$ cat src/hw/irab_consts.svh
// constants of the indirect register access bridge
// Function
// analog target field bits 4:2: off, channels 0-2, shared, transmitter, all three
// analog offset steps by one after each indirect access when autostep is on
// prefetch on: writing the offset sends a read strobe to the target
// prefetch and autostep on: reading the data port also sends a read strobe
// an 8-bit offset picks the register inside the analog target
// writing the data port writes the byte to the target at the offset
// reading the data port returns the target register at the offset
// bridge target field bits 4:3: controller, edid sram, config, die id
// bridge autostep adds 4 for the controller target, else 1
// writing one to the launch bit starts a read, cleared when done
// software should load both address bytes before launching a read
// bridge works only while its enable bit 0 is set
// 16-bit bridge address in two bytes, low at 0x49, high at 0x4a
// 32-bit bridge data in four bytes 0x4b to 0x4e, low first
// target off: data writes ignored, no strobes, data reads give zero
// writes to read-only bridge targets change nothing
`ifndef IRAB_CONSTS_SVH
`define IRAB_CONSTS_SVH
`define IRAB_IDX_ANA_CTL 8'h40
`define IRAB_IDX_ANA_OFF 8'h41
`define IRAB_IDX_ANA_DAT 8'h42
`define IRAB_IDX_BUS_BRIDGE_CONTROL 8'h48
`define IRAB_IDX_APB_AD0 8'h49
`define IRAB_IDX_APB_AD1 8'h4a
`define IRAB_IDX_APB_DT0 8'h4b
`define IRAB_IDX_APB_DT3 8'h4e
`define IRAB_ANA_SEL_HI 4
`define IRAB_ANA_SEL_LO 2
`define IRAB_ANA_INC 1
`define IRAB_ANA_PRE 0
`define IRAB_APB_SEL_HI 4
`define IRAB_APB_SEL_LO 3
`define IRAB_APB_INC 2
`define IRAB_APB_RD 1
`define IRAB_APB_EN 0
`define IRAB_BUS_BRIDGE_CONTROL_MASK 8'h1f
`define IRAB_RST_BYTE 8'h00
`define IRAB_ANA_STEP 8'h01
`define IRAB_STEP_CTRL 16'h0004
`define IRAB_STEP_OTHER 16'h0001
`define IRAB_SEL_OFF 3'h0
`define IRAB_SEL_ALL 3'h6
`define IRAB_TGT_CTRL 2'h0
`endif

$ cat src/hw/irab_pkg.sv
// types and decode helpers of the indirect register access bridge
`include "irab_consts.svh"
package irab_pkg;
  typedef enum logic [1:0] {AP_IDLE, AP_SETUP, AP_ACCESS} irab_apb_st_e;
  typedef struct packed {
    irab_apb_st_e st;
    logic wr;
    logic [1:0] tgt;
    logic [15:0] adr;
    logic [31:0] wd;
  } irab_apb_s;
  typedef struct packed {
    logic [4:0] tgt;
    logic [7:0] adr;
    logic [7:0] wd;
    logic wr;
    logic rd;
  } irab_ana_s;
  typedef struct packed {
    logic ack;
    logic [7:0] dat;
    logic [7:0] actl;
    logic [7:0] off;
    logic [7:0] pctl;
    logic [15:0] padr;
    logic [31:0] pdat;
  } irab_top_s;
  function automatic logic [4:0] irab_ana_hot(input logic [2:0] sel);
    unique case (sel)
      3'h1: irab_ana_hot = 5'h01;
      3'h2: irab_ana_hot = 5'h02;
      3'h3: irab_ana_hot = 5'h04;
      3'h4: irab_ana_hot = 5'h08;
      3'h5: irab_ana_hot = 5'h10;
      `IRAB_SEL_ALL: irab_ana_hot = 5'h07;
      default: irab_ana_hot = 5'h00;
    endcase
  endfunction
  function automatic logic [15:0] irab_step(input logic [1:0] tgt);
    irab_step = (tgt == `IRAB_TGT_CTRL) ? `IRAB_STEP_CTRL : `IRAB_STEP_OTHER;
  endfunction
endpackage

$ cat src/hw/irab_top.sv
// indirect register access bridge: wishbone slave, analog and apb paths
//
// Chosen here: register access over Wishbone.
`timescale 1ns/1ps
`include "irab_consts.svh"
module irab_top import irab_pkg::*; (
  // system
  input wire logic clk,
  input wire logic reset,
  // wishbone slave
  input wire logic wb_cyc_i,
  input wire logic wb_stb_i,
  input wire logic wb_we_i,
  input wire logic [9:0] wb_adr_i,
  input wire logic [3:0] wb_sel_i,
  input wire logic [31:0] wb_dat_i,
  output logic [31:0] wb_dat_o,
  output logic wb_ack_o,
  // analog indirect port
  output logic [4:0] ana_target,
  output logic [7:0] ana_addr,
  output logic [7:0] ana_wdata,
  output logic ana_wr,
  output logic ana_rd,
  input wire logic [7:0] ana_rdata,
  // apb bridge
  output logic [1:0] apb_target,
  output logic apb_psel,
  output logic apb_penable,
  output logic apb_pwrite,
  output logic [15:0] apb_paddr,
  output logic [31:0] apb_pwdata,
  input wire logic [31:0] apb_prdata,
  input wire logic apb_pready
);
  irab_top_s s_q;
  irab_top_s s_d;
  logic go;
  logic wr;
  logic rd;
  logic [7:0] idx;
  logic [7:0] wbyte;
  logic [7:0] pofs;
  logic [1:0] pbyte;
  logic hit_actl;
  logic hit_off;
  logic hit_adat;
  logic hit_pctl;
  logic hit_pad0;
  logic hit_pad1;
  logic hit_pdat;
  logic [2:0] asel;
  logic aon;
  logic ainc;
  logic apre;
  logic ana_wr_go;
  logic ana_rd_go;
  logic ana_step;
  logic [7:0] off_nx;
  logic [7:0] ana_adr_src;
  logic [1:0] ptgt;
  logic pon;
  logic pinc;
  logic pro;
  logic p_ready;
  logic p_done;
  logic p_done_rd;
  logic launch_rd;
  logic launch_wr;
  logic [7:0] rmux;

  // bus decode; one access per request, ack follows one cycle later
  assign go = wb_cyc_i & wb_stb_i & ~s_q.ack;
  assign wr = go & wb_we_i & wb_sel_i[0];
  assign rd = go & ~wb_we_i;
  assign idx = wb_adr_i[9:2];
  assign wbyte = wb_dat_i[7:0];
  assign hit_actl = idx == `IRAB_IDX_ANA_CTL;
  assign hit_off = idx == `IRAB_IDX_ANA_OFF;
  assign hit_adat = idx == `IRAB_IDX_ANA_DAT;
  assign hit_pctl = idx == `IRAB_IDX_BUS_BRIDGE_CONTROL;
  assign hit_pad0 = idx == `IRAB_IDX_APB_AD0;
  assign hit_pad1 = idx == `IRAB_IDX_APB_AD1;
  assign hit_pdat = (idx >= `IRAB_IDX_APB_DT0) &&
                    (idx <= `IRAB_IDX_APB_DT3);
  assign pofs = idx - `IRAB_IDX_APB_DT0;
  assign pbyte = pofs[1:0];

  // analog indirect path
  assign asel = s_q.actl[`IRAB_ANA_SEL_HI:`IRAB_ANA_SEL_LO];
  assign aon = asel != `IRAB_SEL_OFF;
  assign ainc = s_q.actl[`IRAB_ANA_INC];
  assign apre = s_q.actl[`IRAB_ANA_PRE];
  assign ana_wr_go = wr & hit_adat & aon;
  assign ana_step = aon & ainc & (ana_wr_go | (rd & hit_adat));
  always_comb begin
    off_nx = s_q.off;
    if (wr & hit_off) begin
      off_nx = wbyte;
    end else if (ana_step) begin
      off_nx = s_q.off + `IRAB_ANA_STEP;
    end
  end
  // prefetch strobes carry the offset that the next access will use
  assign ana_rd_go = aon & apre &
                     ((wr & hit_off) | (rd & hit_adat & ainc));
  assign ana_adr_src = ana_wr_go ? s_q.off : off_nx;

  // apb bridge path
  assign ptgt = s_q.pctl[`IRAB_APB_SEL_HI:`IRAB_APB_SEL_LO];
  assign pon = s_q.pctl[`IRAB_APB_EN];
  assign pinc = s_q.pctl[`IRAB_APB_INC];
  assign pro = ptgt[1];
  // the enable may be set in the same write that launches the read
  assign launch_rd = wr & hit_pctl & wbyte[`IRAB_APB_RD] &
                     wbyte[`IRAB_APB_EN] & p_ready;
  // the top data byte completes a word and sends it out
  assign launch_wr = wr & hit_pdat & (pbyte == 2'h3) & pon & ~pro &
                     p_ready;

  // read data mux
  always_comb begin
    rmux = `IRAB_RST_BYTE;
    if (hit_actl) begin
      rmux = s_q.actl;
    end else if (hit_off) begin
      rmux = s_q.off;
    end else if (hit_adat) begin
      rmux = aon ? ana_rdata : `IRAB_RST_BYTE;
    end else if (hit_pctl) begin
      rmux = s_q.pctl;
    end else if (hit_pad0) begin
      rmux = s_q.padr[7:0];
    end else if (hit_pad1) begin
      rmux = s_q.padr[15:8];
    end else if (hit_pdat) begin
      rmux = s_q.pdat[{pbyte, 3'h0} +: 8];
    end
  end

  always_comb begin
    s_d = s_q;
    s_d.ack = go;
    if (rd) begin
      s_d.dat = rmux;
    end
    if (wr & hit_actl) begin
      s_d.actl = wbyte;
    end
    s_d.off = off_nx;
    if (wr & hit_pctl) begin
      s_d.pctl = wbyte & `IRAB_BUS_BRIDGE_CONTROL_MASK;
      // a running read cannot be cancelled by writing zero
      s_d.pctl[`IRAB_APB_RD] = launch_rd | s_q.pctl[`IRAB_APB_RD];
    end
    if (p_done & pinc) begin
      s_d.padr = s_q.padr + irab_step(apb_target);
    end
    // a software address write beats the automatic step
    if (wr & hit_pad0) begin
      s_d.padr[7:0] = wbyte;
    end
    if (wr & hit_pad1) begin
      s_d.padr[15:8] = wbyte;
    end
    if (wr & hit_pdat) begin
      s_d.pdat[{pbyte, 3'h0} +: 8] = wbyte;
    end
    if (p_done_rd) begin
      s_d.pdat = apb_prdata;
      if (!launch_rd) begin
        s_d.pctl[`IRAB_APB_RD] = 1'b0;
      end
    end
  end

  always_ff @(posedge clk) begin
    if (reset) begin
      s_q <= '0;
    end else begin
      s_q <= s_d;
    end
  end

  assign wb_ack_o = s_q.ack;
  assign wb_dat_o = {24'h0, s_q.dat};

  irab_ana_port i_irab_ana_port (
    .clk(clk),
    .reset(reset),
    .sel(asel),
    .wr_go(ana_wr_go),
    .rd_go(ana_rd_go),
    .addr(ana_adr_src),
    .wdata(wbyte),
    .ana_target(ana_target),
    .ana_addr(ana_addr),
    .ana_wdata(ana_wdata),
    .ana_wr(ana_wr),
    .ana_rd(ana_rd)
  );

  irab_apb_master i_irab_apb_master (
    .clk(clk),
    .reset(reset),
    .start(launch_rd | launch_wr),
    .write(launch_wr),
    .target(s_d.pctl[`IRAB_APB_SEL_HI:`IRAB_APB_SEL_LO]),
    .addr(s_d.padr),
    .wdata({wbyte, s_q.pdat[23:0]}),
    .ready(p_ready),
    .done(p_done),
    .done_read(p_done_rd),
    .apb_target(apb_target),
    .apb_psel(apb_psel),
    .apb_penable(apb_penable),
    .apb_pwrite(apb_pwrite),
    .apb_paddr(apb_paddr),
    .apb_pwdata(apb_pwdata),
    .apb_pready(apb_pready)
  );
endmodule

$ cat src/hw/irab_ana_port.sv
// registered strobe and address drive toward the analog blocks
`timescale 1ns/1ps
module irab_ana_port import irab_pkg::*; (
  // system
  input wire logic clk,
  input wire logic reset,
  // requests from the register side
  input wire logic [2:0] sel,
  input wire logic wr_go,
  input wire logic rd_go,
  input wire logic [7:0] addr,
  input wire logic [7:0] wdata,
  // analog side
  output logic [4:0] ana_target,
  output logic [7:0] ana_addr,
  output logic [7:0] ana_wdata,
  output logic ana_wr,
  output logic ana_rd
);
  irab_ana_s s_q;
  irab_ana_s s_d;
  always_comb begin
    s_d = s_q;
    s_d.tgt = irab_ana_hot(sel);
    s_d.adr = addr;
    s_d.wr = wr_go;
    s_d.rd = rd_go;
    if (wr_go) begin
      s_d.wd = wdata;
    end
  end
  always_ff @(posedge clk) begin
    if (reset) begin
      s_q <= '0;
    end else begin
      s_q <= s_d;
    end
  end
  assign ana_target = s_q.tgt;
  assign ana_addr = s_q.adr;
  assign ana_wdata = s_q.wd;
  assign ana_wr = s_q.wr;
  assign ana_rd = s_q.rd;
endmodule

$ cat src/hw/irab_apb_master.sv
// two-phase apb master of the bridge path
`timescale 1ns/1ps
module irab_apb_master import irab_pkg::*; (
  // system
  input wire logic clk,
  input wire logic reset,
  // requests from the register side
  input wire logic start,
  input wire logic write,
  input wire logic [1:0] target,
  input wire logic [15:0] addr,
  input wire logic [31:0] wdata,
  output logic ready,
  output logic done,
  output logic done_read,
  // apb side
  output logic [1:0] apb_target,
  output logic apb_psel,
  output logic apb_penable,
  output logic apb_pwrite,
  output logic [15:0] apb_paddr,
  output logic [31:0] apb_pwdata,
  input wire logic apb_pready
);
  irab_apb_s s_q;
  irab_apb_s s_d;
  assign apb_psel = s_q.st != AP_IDLE;
  assign apb_penable = s_q.st == AP_ACCESS;
  assign apb_pwrite = s_q.wr;
  assign apb_paddr = s_q.adr;
  assign apb_pwdata = s_q.wd;
  assign apb_target = s_q.tgt;
  assign done = apb_penable & apb_pready;
  assign done_read = done & ~s_q.wr;
  // a new request may start in the cycle the last one completes
  assign ready = (s_q.st == AP_IDLE) | done;
  always_comb begin
    s_d = s_q;
    unique case (s_q.st)
      AP_IDLE: begin
        s_d.st = AP_IDLE;
      end
      AP_SETUP: begin
        s_d.st = AP_ACCESS;
      end
      AP_ACCESS: begin
        if (apb_pready) begin
          s_d.st = AP_IDLE;
        end
      end
    endcase
    if (start & ready) begin
      s_d.st = AP_SETUP;
      s_d.wr = write;
      s_d.tgt = target;
      s_d.adr = addr;
      s_d.wd = wdata;
    end
  end
  always_ff @(posedge clk) begin
    if (reset) begin
      s_q <= '0;
    end else begin
      s_q <= s_d;
    end
  end
endmodule

$ cat config.mk
export PLATFORM = sky130hd
export DESIGN_NAME = irab_top
export DESIGN_NICKNAME = d
export VERILOG_FILES = /design/src/hw/irab_pkg.sv /design/src/hw/irab_top.sv /design/src/hw/irab_ana_port.sv /design/src/hw/irab_apb_master.sv
export VERILOG_INCLUDE_DIRS = /design/src /design/src/hw
export SDC_FILE = /design/constraint.sdc
export NUM_CORES = 1
export LEC_CHECK = 0
export BUFFER_PORTS_ARGS = -buffer_cell sky130_fd_sc_hd__buf_2
export CAP_MARGIN = 10
export CORE_ASPECT_RATIO = 1.75
export CORE_MARGIN = 4
export CORE_UTILIZATION = 30
export CTS_CLUSTER_DIAMETER = 200
export DETAILED_ROUTE_END_ITERATION = 12
export GPL_ROUTABILITY_DRIVEN = 1
export PLACE_DENSITY_LB_ADDON = 0.3
export SKIP_LAST_GASP = 1
export SYNTH_ARGS = -nofsm -noshare
export SYNTH_HDL_FRONTEND = slang
export SYNTH_HIERARCHICAL = 1
export SYNTH_SLANG_ARGS = --single-unit
$ cat constraint.sdc
create_clock -name clk -period 8.2 [get_ports clk]
set_clock_uncertainty 0.1 [all_clocks]
set_input_delay 1.64 -clock clk [delete_from_list [all_inputs] [get_ports clk]]
set_output_delay 1.64 -clock clk [all_outputs]
set_load 0.01 [all_outputs]
==> Word-level counts from Yosys, hierarchy flattened <==
Index checks and enable logic that the tools add are counted.
{ "classes": {"add_sub_neg": 4, "n_lt_le_gt_ge": 2, "eq_ne": 17, "shift": 3, "mux": 25, "bitwise": 39, "n_reduce_logical": 7} }
{ "op_table": {"columns": ["op", "n"], "rows": [
  ["$mux 8", 13],
  ["$mux 32", 2],
  ["$mux 52", 1],
  ["$eq 8x7->1 const B", 6],
  ["$bwmux 32", 1],
  ["$shift 8x7->32 const A", 1],
  ["$shiftx 32x6->8", 1],
  ["$shiftx 8x7->32", 1],
  ["$and 1x1->1", 30],
  ["$pmux 5 s6", 1],
  ["$add 16x3->16", 1],
  ["$mux 16", 1],
  ["$eq 3x3->1 const B", 3],
  ["$add 8x1->8 const B", 1],
  ["$ge 8x7->1 const B", 1],
  ["$le 8x7->1 const B", 1],
  ["$neg 5->7", 1],
  ["$eq 3x2->1 const B", 2],
  ["$pmux 2 s3", 1],
  ["$mux 5", 1],
  ["$or 1x1->1", 5],
  ["$eq 2x2->1 const B", 2],
  ["$logic_not 2->1", 2],
  ["$not 1->1", 4],
  ["12 further kinds", 14]
]} }
{ "word_totals": {"reg_bits": 154, "input_bits": 92, "out_inout_bits": 109, "word_cells": 116} }

==> Logic depth before layout (Yosys ltp) <==
Gate-level depths: netlist (run 1).
{ "depth": {"depth_word": 12, "mapped_depth": 12, "depth_no_buf": 10} }

==> Modules after synthesis <==
The synthesis (run 1) kept the hierarchy.
{ "by_module_without_submodules": {"columns": ["mod", "instances", "cells_per_inst", "area_per_inst_um2", "seq_area_each_um2"], "rows": [
  ["irab_top", 1, 647, 5327.6, 1561.5],
  ["irab_apb_master", 1, 284, 2819.0, 1061.0],
  ["irab_ana_port", 1, 61, 711.9, 460.4]
]} }

==> Worst setup path before layout (run 1) <==
Ideal clock, no wire load.
{ "synth_timing": {"path_kind": "input to register", "start": "input port wb_adr_i[2]", "end": "register i_irab_ana_port.s_q (netlist bit i_irab_ana_port/ana_wdata[0])", "setup_ps": 129, "arrival_time_ps": 3823, "required_time_ps": 7971, "path_slack_ps": 4149, "cell_stages": 12, "n_path_buf": 5, "cell_sequence": "clkbuf_1 -> inv_1 -> ha_1 -> clkbuf_1 -> o31ai_1 -> nor3_2 -> and2_1 -> buf_2 -> buf_2 -> buf_2 -> mux2i_1 -> nor2_1"} }
{ "synth_via": {"elab_chain_cells": 3} }
{ "synth_lines": {"columns": ["item", "line_no", "rtl"], "rows": [
  ["start, declared", "irab_top.sv:14", "input wire logic [9:0] wb_adr_i,"],
  ["$eq 8x7->1 (no line)", null, null],
  ["$and 1x1->1 (2 in a row)", "irab_top.sv:94", "assign ana_wr_go = wr & hit_adat & aon;"],
  ["named net ana_wr_go", "irab_top.sv:56", "logic ana_wr_go;"],
  ["end signal, assigned", "irab_ana_port.sv:34", "s_q <= '0;"],
  ["end signal, assigned", "irab_ana_port.sv:36", "s_q <= s_d;"],
  ["end, declared", "irab_ana_port.sv:20", "irab_ana_s s_q;"]
]} }
The timed path passes the listed nets, and every way through them passes these cells.
A chain may end at the register's enable or synchronous reset.

==> Worst setup path in the final report (run 1) <==
{ "layout_timing": {"start": "input port wb_adr_i[2]", "end": "register i_irab_apb_master.s_q (netlist bit i_irab_apb_master/apb_paddr[0])"} }
{ "layout_via": {"elab_chain_cells": 9, "elab_cells_between_ends": 20, "classes_between": "add/sub: 1; order compare: 2; eq/ne: 3; mux: 1; bitwise: 12; reduce/logical: 1"} }
{ "layout_lines": {"columns": ["item", "line_no", "rtl"], "rows": [
  ["$ge 8x7->1 (no line) or $le 8x7->1 (tied branches)", null, null],
  ["$logic_and 1x1->1", "irab_top.sv:84", "assign hit_pdat = (idx >= `IRAB_IDX_APB_DT0) &&"],
  ["$and 1x1->1 (5 in a row)", "irab_top.sv:118", "assign launch_wr = wr & hit_pdat & (pbyte == 2'h3) & pon & ~pro &"],
  ["$or 1x1->1", "irab_top.sv:206", ".start(launch_rd | launch_wr),"],
  ["$and 1x1->1", "irab_apb_master.sv:52", "if (start & ready) begin"],
  ["end signal, assigned", "irab_apb_master.sv:62", "s_q <= '0;"],
  ["end signal, assigned", "irab_apb_master.sv:64", "s_q <= s_d;"],
  ["end, declared", "irab_apb_master.sv:25", "irab_apb_s s_q;"]
]} }
Several ways; a longest one is shown, not always the timed one.

==> summary.md, run 1 <==
| Metric | Value |
|---|---|
| Post-Route WL | `around 27000 µm` |
| Crit path arrival time | `4.72 ns` |
| Antenna-violating nets left | `0` |
| Initial antenna violation count | `1` |
| Leading area contributor after synthesis | `dfxtp_1` |
| DRT iter0 DRCs | `around 600` |
| Syn_area_per_cell | `8.93 µm²` |
| GR Util met3 | `0.0306` |
| Min Tclk post-route | `4.46 ns` |
| Crit path depth | `10` |
| Core Area | `a little under 30000 µm²` |
| Top cell type's share of synthesized area | `0.348` |
| Clock latency on the worst-skew pair | `between 0.4 and 0.5 ns` |
| Netlist cell types | `71` |
| Comb pwr share | `0.056` |
| Per-cell routed wire length | `roughly 19 µm` |
| Launch point of the critical path | `wb_adr_i[2]` |
| Area of the multi-input gates | `4810 µm²` |
| Endpoints failing hold | `0` |
| Area of placed instances | `9230 µm²` |
| Largest net degree at the start of global routing | `96` |
| Main combinational cell family by area after synthesis | `simple AND/OR/NAND/NOR gates` |
| CP top delay family | `buffers and inverters` |
| Final setup fails | `0` |
| Commonest non-fill, non-tap cell in the layout | `dfxtp_1` |
| Achievable Freq | `around 220 MHz` |
| Fin crit share | `0.543` |
| R2R depth | `7` |
| Die area | `32400 µm²` |
| Post-Synth Adder-Cell Area | `0.0169` |
| Buf/Inv on CP | `3` |
| Finished Cell Area | `9900 µm²` |
| Vias per cell | `4.97` |
| Clk pwr share | `0.516` |
| Nets | `1138` |
| Layout Cells excl Fill | `1430` |
| Pre-antenna DRT Iters | `6` |
| Pwr/cell area | `177 nW/µm²` |
| CTS tree | `built` |
| XOR/XNOR Fraction of Synth Area | `0.0218` |
| Worst path cell trace | `buf_2, inv_1, ha_1, nand4b_1, o2111ai_1, or2_2, o21ai_0, nor3b_4, buf_4, mux2i_1` |
| Register area | `roughly 3100 µm²` |
| GR Util met1 | `0.184` |
| Clock tree buffer depth | `2` |
| RR Endpoint | `i_irab_apb_master/apb_paddr[0]$_SDFFE_PP0P_` |
| YS warnings | `6` |
| CP Capture Type | `register` |
| Seq/Total Area, Yosys | `0.348` |
| Sink Count | `154` |
| Setup TNS | `0 ns` |
| I/O Pins | `approximately 200` |
| Slew HR | `0.332` |
| Number of global-route vias before repair | `6742` |
| Initial core utilization | `0.302` |
| GRT Residual Overflow | `0` |
| Final RePlAce weighted congestion | `0.889` |
| M2 GR Usage | `0.286` |
| Seq pwr share | `0.428` |
| Worst-margin pin slew | `1.00 ns` |
| Fillers | `3044` |
| Hold-fix buffers, CTS | `0` |
| Post-synthesis cell count | `just under 1000` |
| Post-CTS Setup Bufs | `0` |
| DR DRC count | `0` |
| Switching Fraction | `0.226` |
| Via Count | `7104` |
| Setup repair after global routing missed its margin | `no` |
| Main flop type after synthesis | `dfxtp_1` |
| Hold Crit Start | `i_irab_apb_master/apb_pwdata[7]$_SDFFE_PP0P_` |
| Leakage | `3.58 nW` |
| Cell Int Power | `0.00135 W` |
| Mux cell area share after synthesis | `0.142` |
| Die Width | `roughly 140 µm` |
| Num rows | `83` |
| Busiest grt layer | `met2` |
| Crit path max fanout | `52` |
| Kind of critical path | `in -> reg` |
| Hold Path Class | `reg -> reg` |
| Global-route wire length before repair | `39900 µm` |
| CTS buffer count | `17` |
| DIE HEIGHT | `235 µm` |
| MaxCap Viol Count | `0` |
| Switch Pwr | `0.000395 W` |
| Post-DP HPWL | `19600 µm` |
| Ys async rst share | `0` |
| Clock root buffer | `clkbuf_16` |
| Worst stage delay on the critical path | `0.72 ns` |
| Status | `completed` |
| Worst vdd ir | `0.147 mV` |
| Most frequent cells in the layout | `dfxtp_1 (154), buf_2 (146), nand2b_1 (110)` |
| PortBufs | `147` |
| P&R area growth vs syn | `11.8%` |
| Post-synth EDFFs | `0` |
| Slowest-stage cell, CP | `buf_4` |
| Number of gates resized after CTS | `0` |
| Yosys reg bits | `154` |
| H-tree Lvls | `4` |
| Worst reg2reg path startpoint | `wb_ack_o$_SDFF_PP0_` |
| Tot GR Track Use | `0.163` |
| Post-synthesis compound-gate area fraction | `0.136` |
| Largest cells by area after synthesis | `dfxtp_1 (35%), mux2i_1 (11%), nand2b_1 (7.8%), buf_4 (6.9%), nand2_1 (2.6%)` |
| Layout cells sized above 1 | `0.207` |
| CP Data Required Time | `about 8.5 ns` |
| Final Max Tran Viols | `0` |
| Critical path destination | `i_irab_apb_master/apb_paddr[0]$_SDFFE_PP0P_` |
| Reg2reg setup slack | `just over 5 ns` |
| Cells after DPL | `1397` |
| Startpoint Class | `primary input` |
| Simple-gate share of the synthesized area | `0.215` |
| Clock slew at reported path FFs | `0.06 ns` |
| Synth Cell Area | `about 8900 µm²` |
==> cell families (layout without fill, tap and decap cells) <==
logic type | after synthesis | count (layout)
other | 1 | 25
flip-flops | 154 | 154
AND/OR/NAND/NOR | 342 | 342
adder cells (fa/ha/maj) | 12 | 12
AO/OA/AOI/OAI | 175 | 175
multiplexers | 114 | 114
buffers and inverters | 172 | 204
XOR/XNOR | 22 | 22
==> worst reg2reg max path, delay by kind of cell, from the launching register on <==
| family | cells | cell delay [ns] |
|---|---|---|
| AOI/OAI and AO/OA | 1 | 0.18 |
| buffers and inverters | 1 | 0.72 |
| DFF | 1 | 0.31 |
| muxes | 1 | 0.32 |
| and+or+nand+nor | 4 | 1.40 |
==> cells in the mapped netlist, drive strengths merged, types with 7 or more instances <==
library cell / number
a211oi: 18
a21oi: 39
xnor2: 18
nand2: 61
nor2: 52
dfxtp: 154
inv: 20
ha: 12
o22ai: 8
o21ai: 35
buf: 105
mux2i: 95
o22a: 8
a31oi: 7
nor2b: 22
and3: 8
nor3: 16
nand2b: 110
and2: 10
mux4: 8
o2bb2ai: 16
nand3: 19
clkbuf: 47
o31ai: 10
mux2: 11
a32o: 7
nand4: 13
a222oi: 7
==> how the worst min path moves through the flow <==
| stage | end | slack, ns | cells past startpoint |
|---|---|---|---|
| floorplan | i_irab_apb_master/apb_paddr[10]$_SDFFE_PP0P_ | 0.35 | 2 |
| global placement | i_irab_apb_master/apb_pwdata[26]$_SDFFE_PP0P_ | 0.36 | 2 |
| detailed placement | i_irab_apb_master/apb_pwdata[7]$_SDFFE_PP0P_ | 0.36 | 2 |
| CTS | i_irab_apb_master/apb_pwdata[7]$_SDFFE_PP0P_ | 0.37 | 2 |
| global route | i_irab_apb_master/apb_pwdata[13]$_SDFFE_PP0P_ | 0.39 | 2 |
| finish | i_irab_apb_master/apb_pwdata[7]$_SDFFE_PP0P_ | 0.37 | 2 |
==> routing by layer <==
layer,share of wire,up-vias,routed length (µm)
li1,-,3460,-
met1,0.39,3350,10500
met2,0.51,236,13700
met3,0.051,56,1360
met4,0.044,2,1190
met5,0.00049,-,13
==> power groups by stage <==
stage / registers [W] / logic [W] / clock network [W]
after floorplan: 0.000765 / 0.0000649 / 0
after global placement: 0.000765 / 0.0000975 / 0
after detailed placement: 0.000765 / 0.0000979 / 0
after CTS: 0.000748 / 0.0000981 / 0.000928
after global routing: 0.000748 / 0.000105 / 0.000951
final: 0.000748 / 0.0000975 / 0.000903
==> registers in the layout (all words and copies together), names as in the netlist, 2 cells and up <==
signal	cells
s_q	60
i_irab_apb_master/apb_pwdata	32
i_irab_apb_master/apb_paddr	16
i_irab_ana_port/ana_addr	8
i_irab_ana_port/ana_wdata	8
wb_dat_o	8
i_irab_ana_port/ana_target	5
asel	3
i_irab_apb_master/apb_target	2
i_irab_apb_master/s_q	2
==> stage by stage <==
stage	utilization	total power [W]	setup WS, ns	hold slack (ns)
after floorplan	-	0.000830	4.15	0.349
after global placement	0.315	0.000863	3.32	0.356
after detailed placement	0.315	0.000863	3.29	0.362
after CTS	0.338	0.00177	3.74	0.371
after global routing	0.338	0.00180	3.43	0.395
final	0.338	0.00175	3.74	0.368
==> layout make-up <==
cell class	instances	share of cell area
Antenna cell	1	0.000253
Clock buffer	23	0.0493
Clock inverter	9	0.0186
Inverter	20	0.00758
Multi-Input combinational cell	689	0.486
Sequential cell	154	0.311
Tap cell	382	0.0483
Timing Repair Buffer	152	0.0784
No activity file was read; power rests on OpenSTA's default activity.
==> run 2, diff against run 1 <==
clock period = 4.1 ns   (was 8.2 ns; I/O delays follow)
==> run 2 against run 1 <==
  * Combinational power increased by 100%
  * Global-route usage increased by 0.16 points
  * Register-to-register slack got worse by 3.5 ns
  * Die area unchanged
  * Core utilization decreased by 0.073 points
  * Setup slack got worse by 2.6 ns
  * Critical path depth decreased by 3
  * Critical path type unchanged
  * Sequential share of layout area increased by 0.067 points
  * Sequential power increased by 100%
==> summary.md, run 2 (synthesis results as in run 1) <==
| Metric | Value |
|---|---|
| Worst path cell trace | `buf_2, inv_1, ha_1, mux4_2, o21ai_0, o22ai_1, a32o_1` |
| Die area | `32400 µm² (unchanged)` |
| CTS tree | `built` |
| I/O Pins | `201 (unchanged)` |
| CP Capture Type | `register` |
| Number of global-route vias before repair | `6922 (+2.7%)` |
| Tot GR Track Use | `0.165 (+0.00157)` |
| Worst-margin pin slew | `0.862 ns (-0.140 ns)` |
| P&R area growth vs syn | `11.5%` |
| Hold-fix buffers, CTS | `0 (unchanged)` |
| Hold path cells | `2 (unchanged)` |
| Via Count | `7042 (-0.87%)` |
| Post-CTS Setup Bufs | `0 (unchanged)` |
| DRT iter0 DRCs | `458 (-24%)` |
| Pwr/cell area | `322 nW/µm² (+82%)` |
| Final core utilization | `0.337 (-0.000726)` |
| Startpoint Class | `primary input` |
| Sink Count | `154 (unchanged)` |
| Slew HR | `0.421 (+0.0890)` |
| Kind of critical path | `in -> reg` |
| Post-route setup slack | `1.12 ns (-2.62 ns)` |
| Slowest-stage cell, CP | `ha_1` |
| Layout cells sized above 1 | `0.215 (+0.00770)` |
| Commonest non-fill, non-tap cell in the layout | `dfxtp_1` |
| DIE HEIGHT | `235 µm (unchanged)` |
| Setup TNS | `0 ns (unchanged)` |
| Core Area | `29300 µm² (unchanged)` |
| Final RePlAce weighted congestion | `0.919 (+3.4%)` |
| CP Data Required Time | `4.33 ns (-4.13 ns)` |
| Crit path max fanout | `15 (-71%)` |
| Final setup fails | `0 (unchanged)` |
| R2R depth | `9 (+2)` |
| Nets | `1150 (+1.1%)` |
| Clock tree buffer depth | `2 (unchanged)` |
| CTS buffer count | `17 (unchanged)` |
| Die Width | `138 µm (unchanged)` |
| Number of gates resized after CTS | `0 (unchanged)` |
| Vias per cell | `4.89 (-1.6%)` |
| Worst stage delay on the critical path | `0.71 ns (about the same)` |
| Crit path arrival time | `3.21 ns (-1.51 ns)` |
| Largest reg by FF count | `s_q` |
| GRT Residual Overflow | `0 (unchanged)` |
| Clock latency on the worst-skew pair | `0.44 ns (about the same)` |
| DR DRC count | `0 (unchanged)` |
| Hold Path Class | `reg -> reg` |
| Initial antenna violation count | `3 (+2)` |
| Pre-CTS setup slack | `0.602 ns (-2.69 ns)` |
| RR Endpoint | `i_irab_apb_master/apb_paddr[15]$_SDFFE_PP0P_` |
| Endpoints failing hold | `0 (unchanged)` |
| Worst vdd ir | `0.301 mV (+100%)` |
| Pre-antenna DRT Iters | `5 (-1)` |
| Most frequent cells in the layout | `dfxtp_1 (154), buf_2 (146), nand2b_1 (110)` |
| Worst reg2reg path startpoint | `i_irab_apb_master/s_q[51]$_SDFFE_PP0P_` |
| Fin crit share | `0.727` |
| Setup repair after global routing missed its margin | `no` |
| Leakage | `3.59 nW (+0.20%)` |
| Clock root buffer | `clkbuf_16` |
| Launch point of the critical path | `wb_adr_i[2]` |
| Critical path destination | `wb_dat_o[5]$_SDFFE_PP0P_` |
| Global-route wire length before repair | `40500 µm (+1.4%)` |
| Clock slew at reported path FFs | `0.06 ns (about the same)` |
| Post-DP HPWL | `19800 µm (+1.3%)` |
| Reg2reg setup slack | `1.59 ns (-3.50 ns)` |
| MaxCap Viol Count | `0 (unchanged)` |
| Initial core utilization | `0.302 (unchanged)` |
| Max reg flops | `60 (unchanged)` |
| Post-Route WL | `26700 µm (-0.35%)` |
| Per-cell routed wire length | `18.5 µm (-1.0%)` |
| Achievable Freq | `336 MHz` |
| Antenna-violating nets left | `0 (unchanged)` |
| Largest net degree at the start of global routing | `95 (-1.0%)` |
| PortBufs | `147 (unchanged)` |
| Final Max Tran Viols | `0 (unchanged)` |
| Num rows | `83 (unchanged)` |
| Min Tclk post-route | `2.98 ns` |
| Status | `completed` |
| H-tree Lvls | `4 (unchanged)` |
## run 2: cell types whose count changed in the layout (fill, tap and decap cells not counted), sizes merged
| cell | previous run | this run |
|---|---|---|
| buf | 152 | 164 |
| bufinv | 5 | 1 |
| clkbuf | 23 | 20 |
| clkinv | 2 | 7 |
| diode | 1 | 2 |
| inv | 21 | 20 |
## run 2: worst min-delay path by stage
stage	start	endpoint	slack [ns]
final	i_irab_apb_master/apb_pwdata[8]$_SDFFE_PP0P_	i_irab_apb_master/apb_pwdata[8]$_SDFFE_PP0P_	0.37
after global routing	i_irab_apb_master/apb_paddr[4]$_SDFFE_PP0P_	i_irab_apb_master/apb_paddr[4]$_SDFFE_PP0P_	0.39
after detailed placement	i_irab_apb_master/apb_paddr[4]$_SDFFE_PP0P_	i_irab_apb_master/apb_paddr[4]$_SDFFE_PP0P_	0.36
after CTS	i_irab_apb_master/apb_pwdata[8]$_SDFFE_PP0P_	i_irab_apb_master/apb_pwdata[8]$_SDFFE_PP0P_	0.37
after floorplan	i_irab_apb_master/apb_paddr[10]$_SDFFE_PP0P_	i_irab_apb_master/apb_paddr[10]$_SDFFE_PP0P_	0.35
after global placement	i_irab_apb_master/apb_pwdata[29]$_SDFFE_PP0P_	i_irab_apb_master/apb_pwdata[29]$_SDFFE_PP0P_	0.36
## run 2: final cells by class
cell class / count / area [µm²]
fill: 3072 / 19400
multi-input combinational: 689 / 4810
sequential: 154 / 3080
timing repair buffer: 164 / 891
tap: 382 / 478
clock buffer: 20 / 457
clock inverter: 9 / 76.3
inverter: 20 / 75.1
antenna: 2 / 5.00
## run 2: critical path, delay by kind of cell
kind                       cells  cell delay (ns)
buffers and inverters          2             0.45
muxes                          1             0.68
AOI/OAI and AO/OA              3             0.54
adders and majority gates      1             0.71
## run 2: routing by layer
layer,part of all wire,track usage,wire (µm),vias up
met1,0.39,0.185,10500,3282
met3,0.053,0.0353,1410,61
met2,0.51,0.288,13500,208
met5,0.0010,0,27,-
met4,0.046,0.0827,1230,4
li1,-,-,-,3487
## run 2: where the power goes
part	internal (W)	switching, W
registers	0.00150	0.000000414
clock network	0.000849	0.000641
logic	0.0000650	0.000132
## run 2: metrics by stage
| step | power (W) | hold WS [ns] | instances | cell area (µm²) |
|---|---|---|---|---|
| final | 0.00318 | 0.370 | 1440 | 9880 |
| after CTS | 0.00324 | 0.373 | 1438 | 9870 |
| after global routing | 0.00330 | 0.385 | 1438 | 9870 |
| after global placement | 0.00173 | 0.356 | 1409 | 9340 |
| after detailed placement | 0.00173 | 0.359 | 1409 | 9340 |
| after floorplan | 0.00166 | 0.349 | 1015 | 8940 |
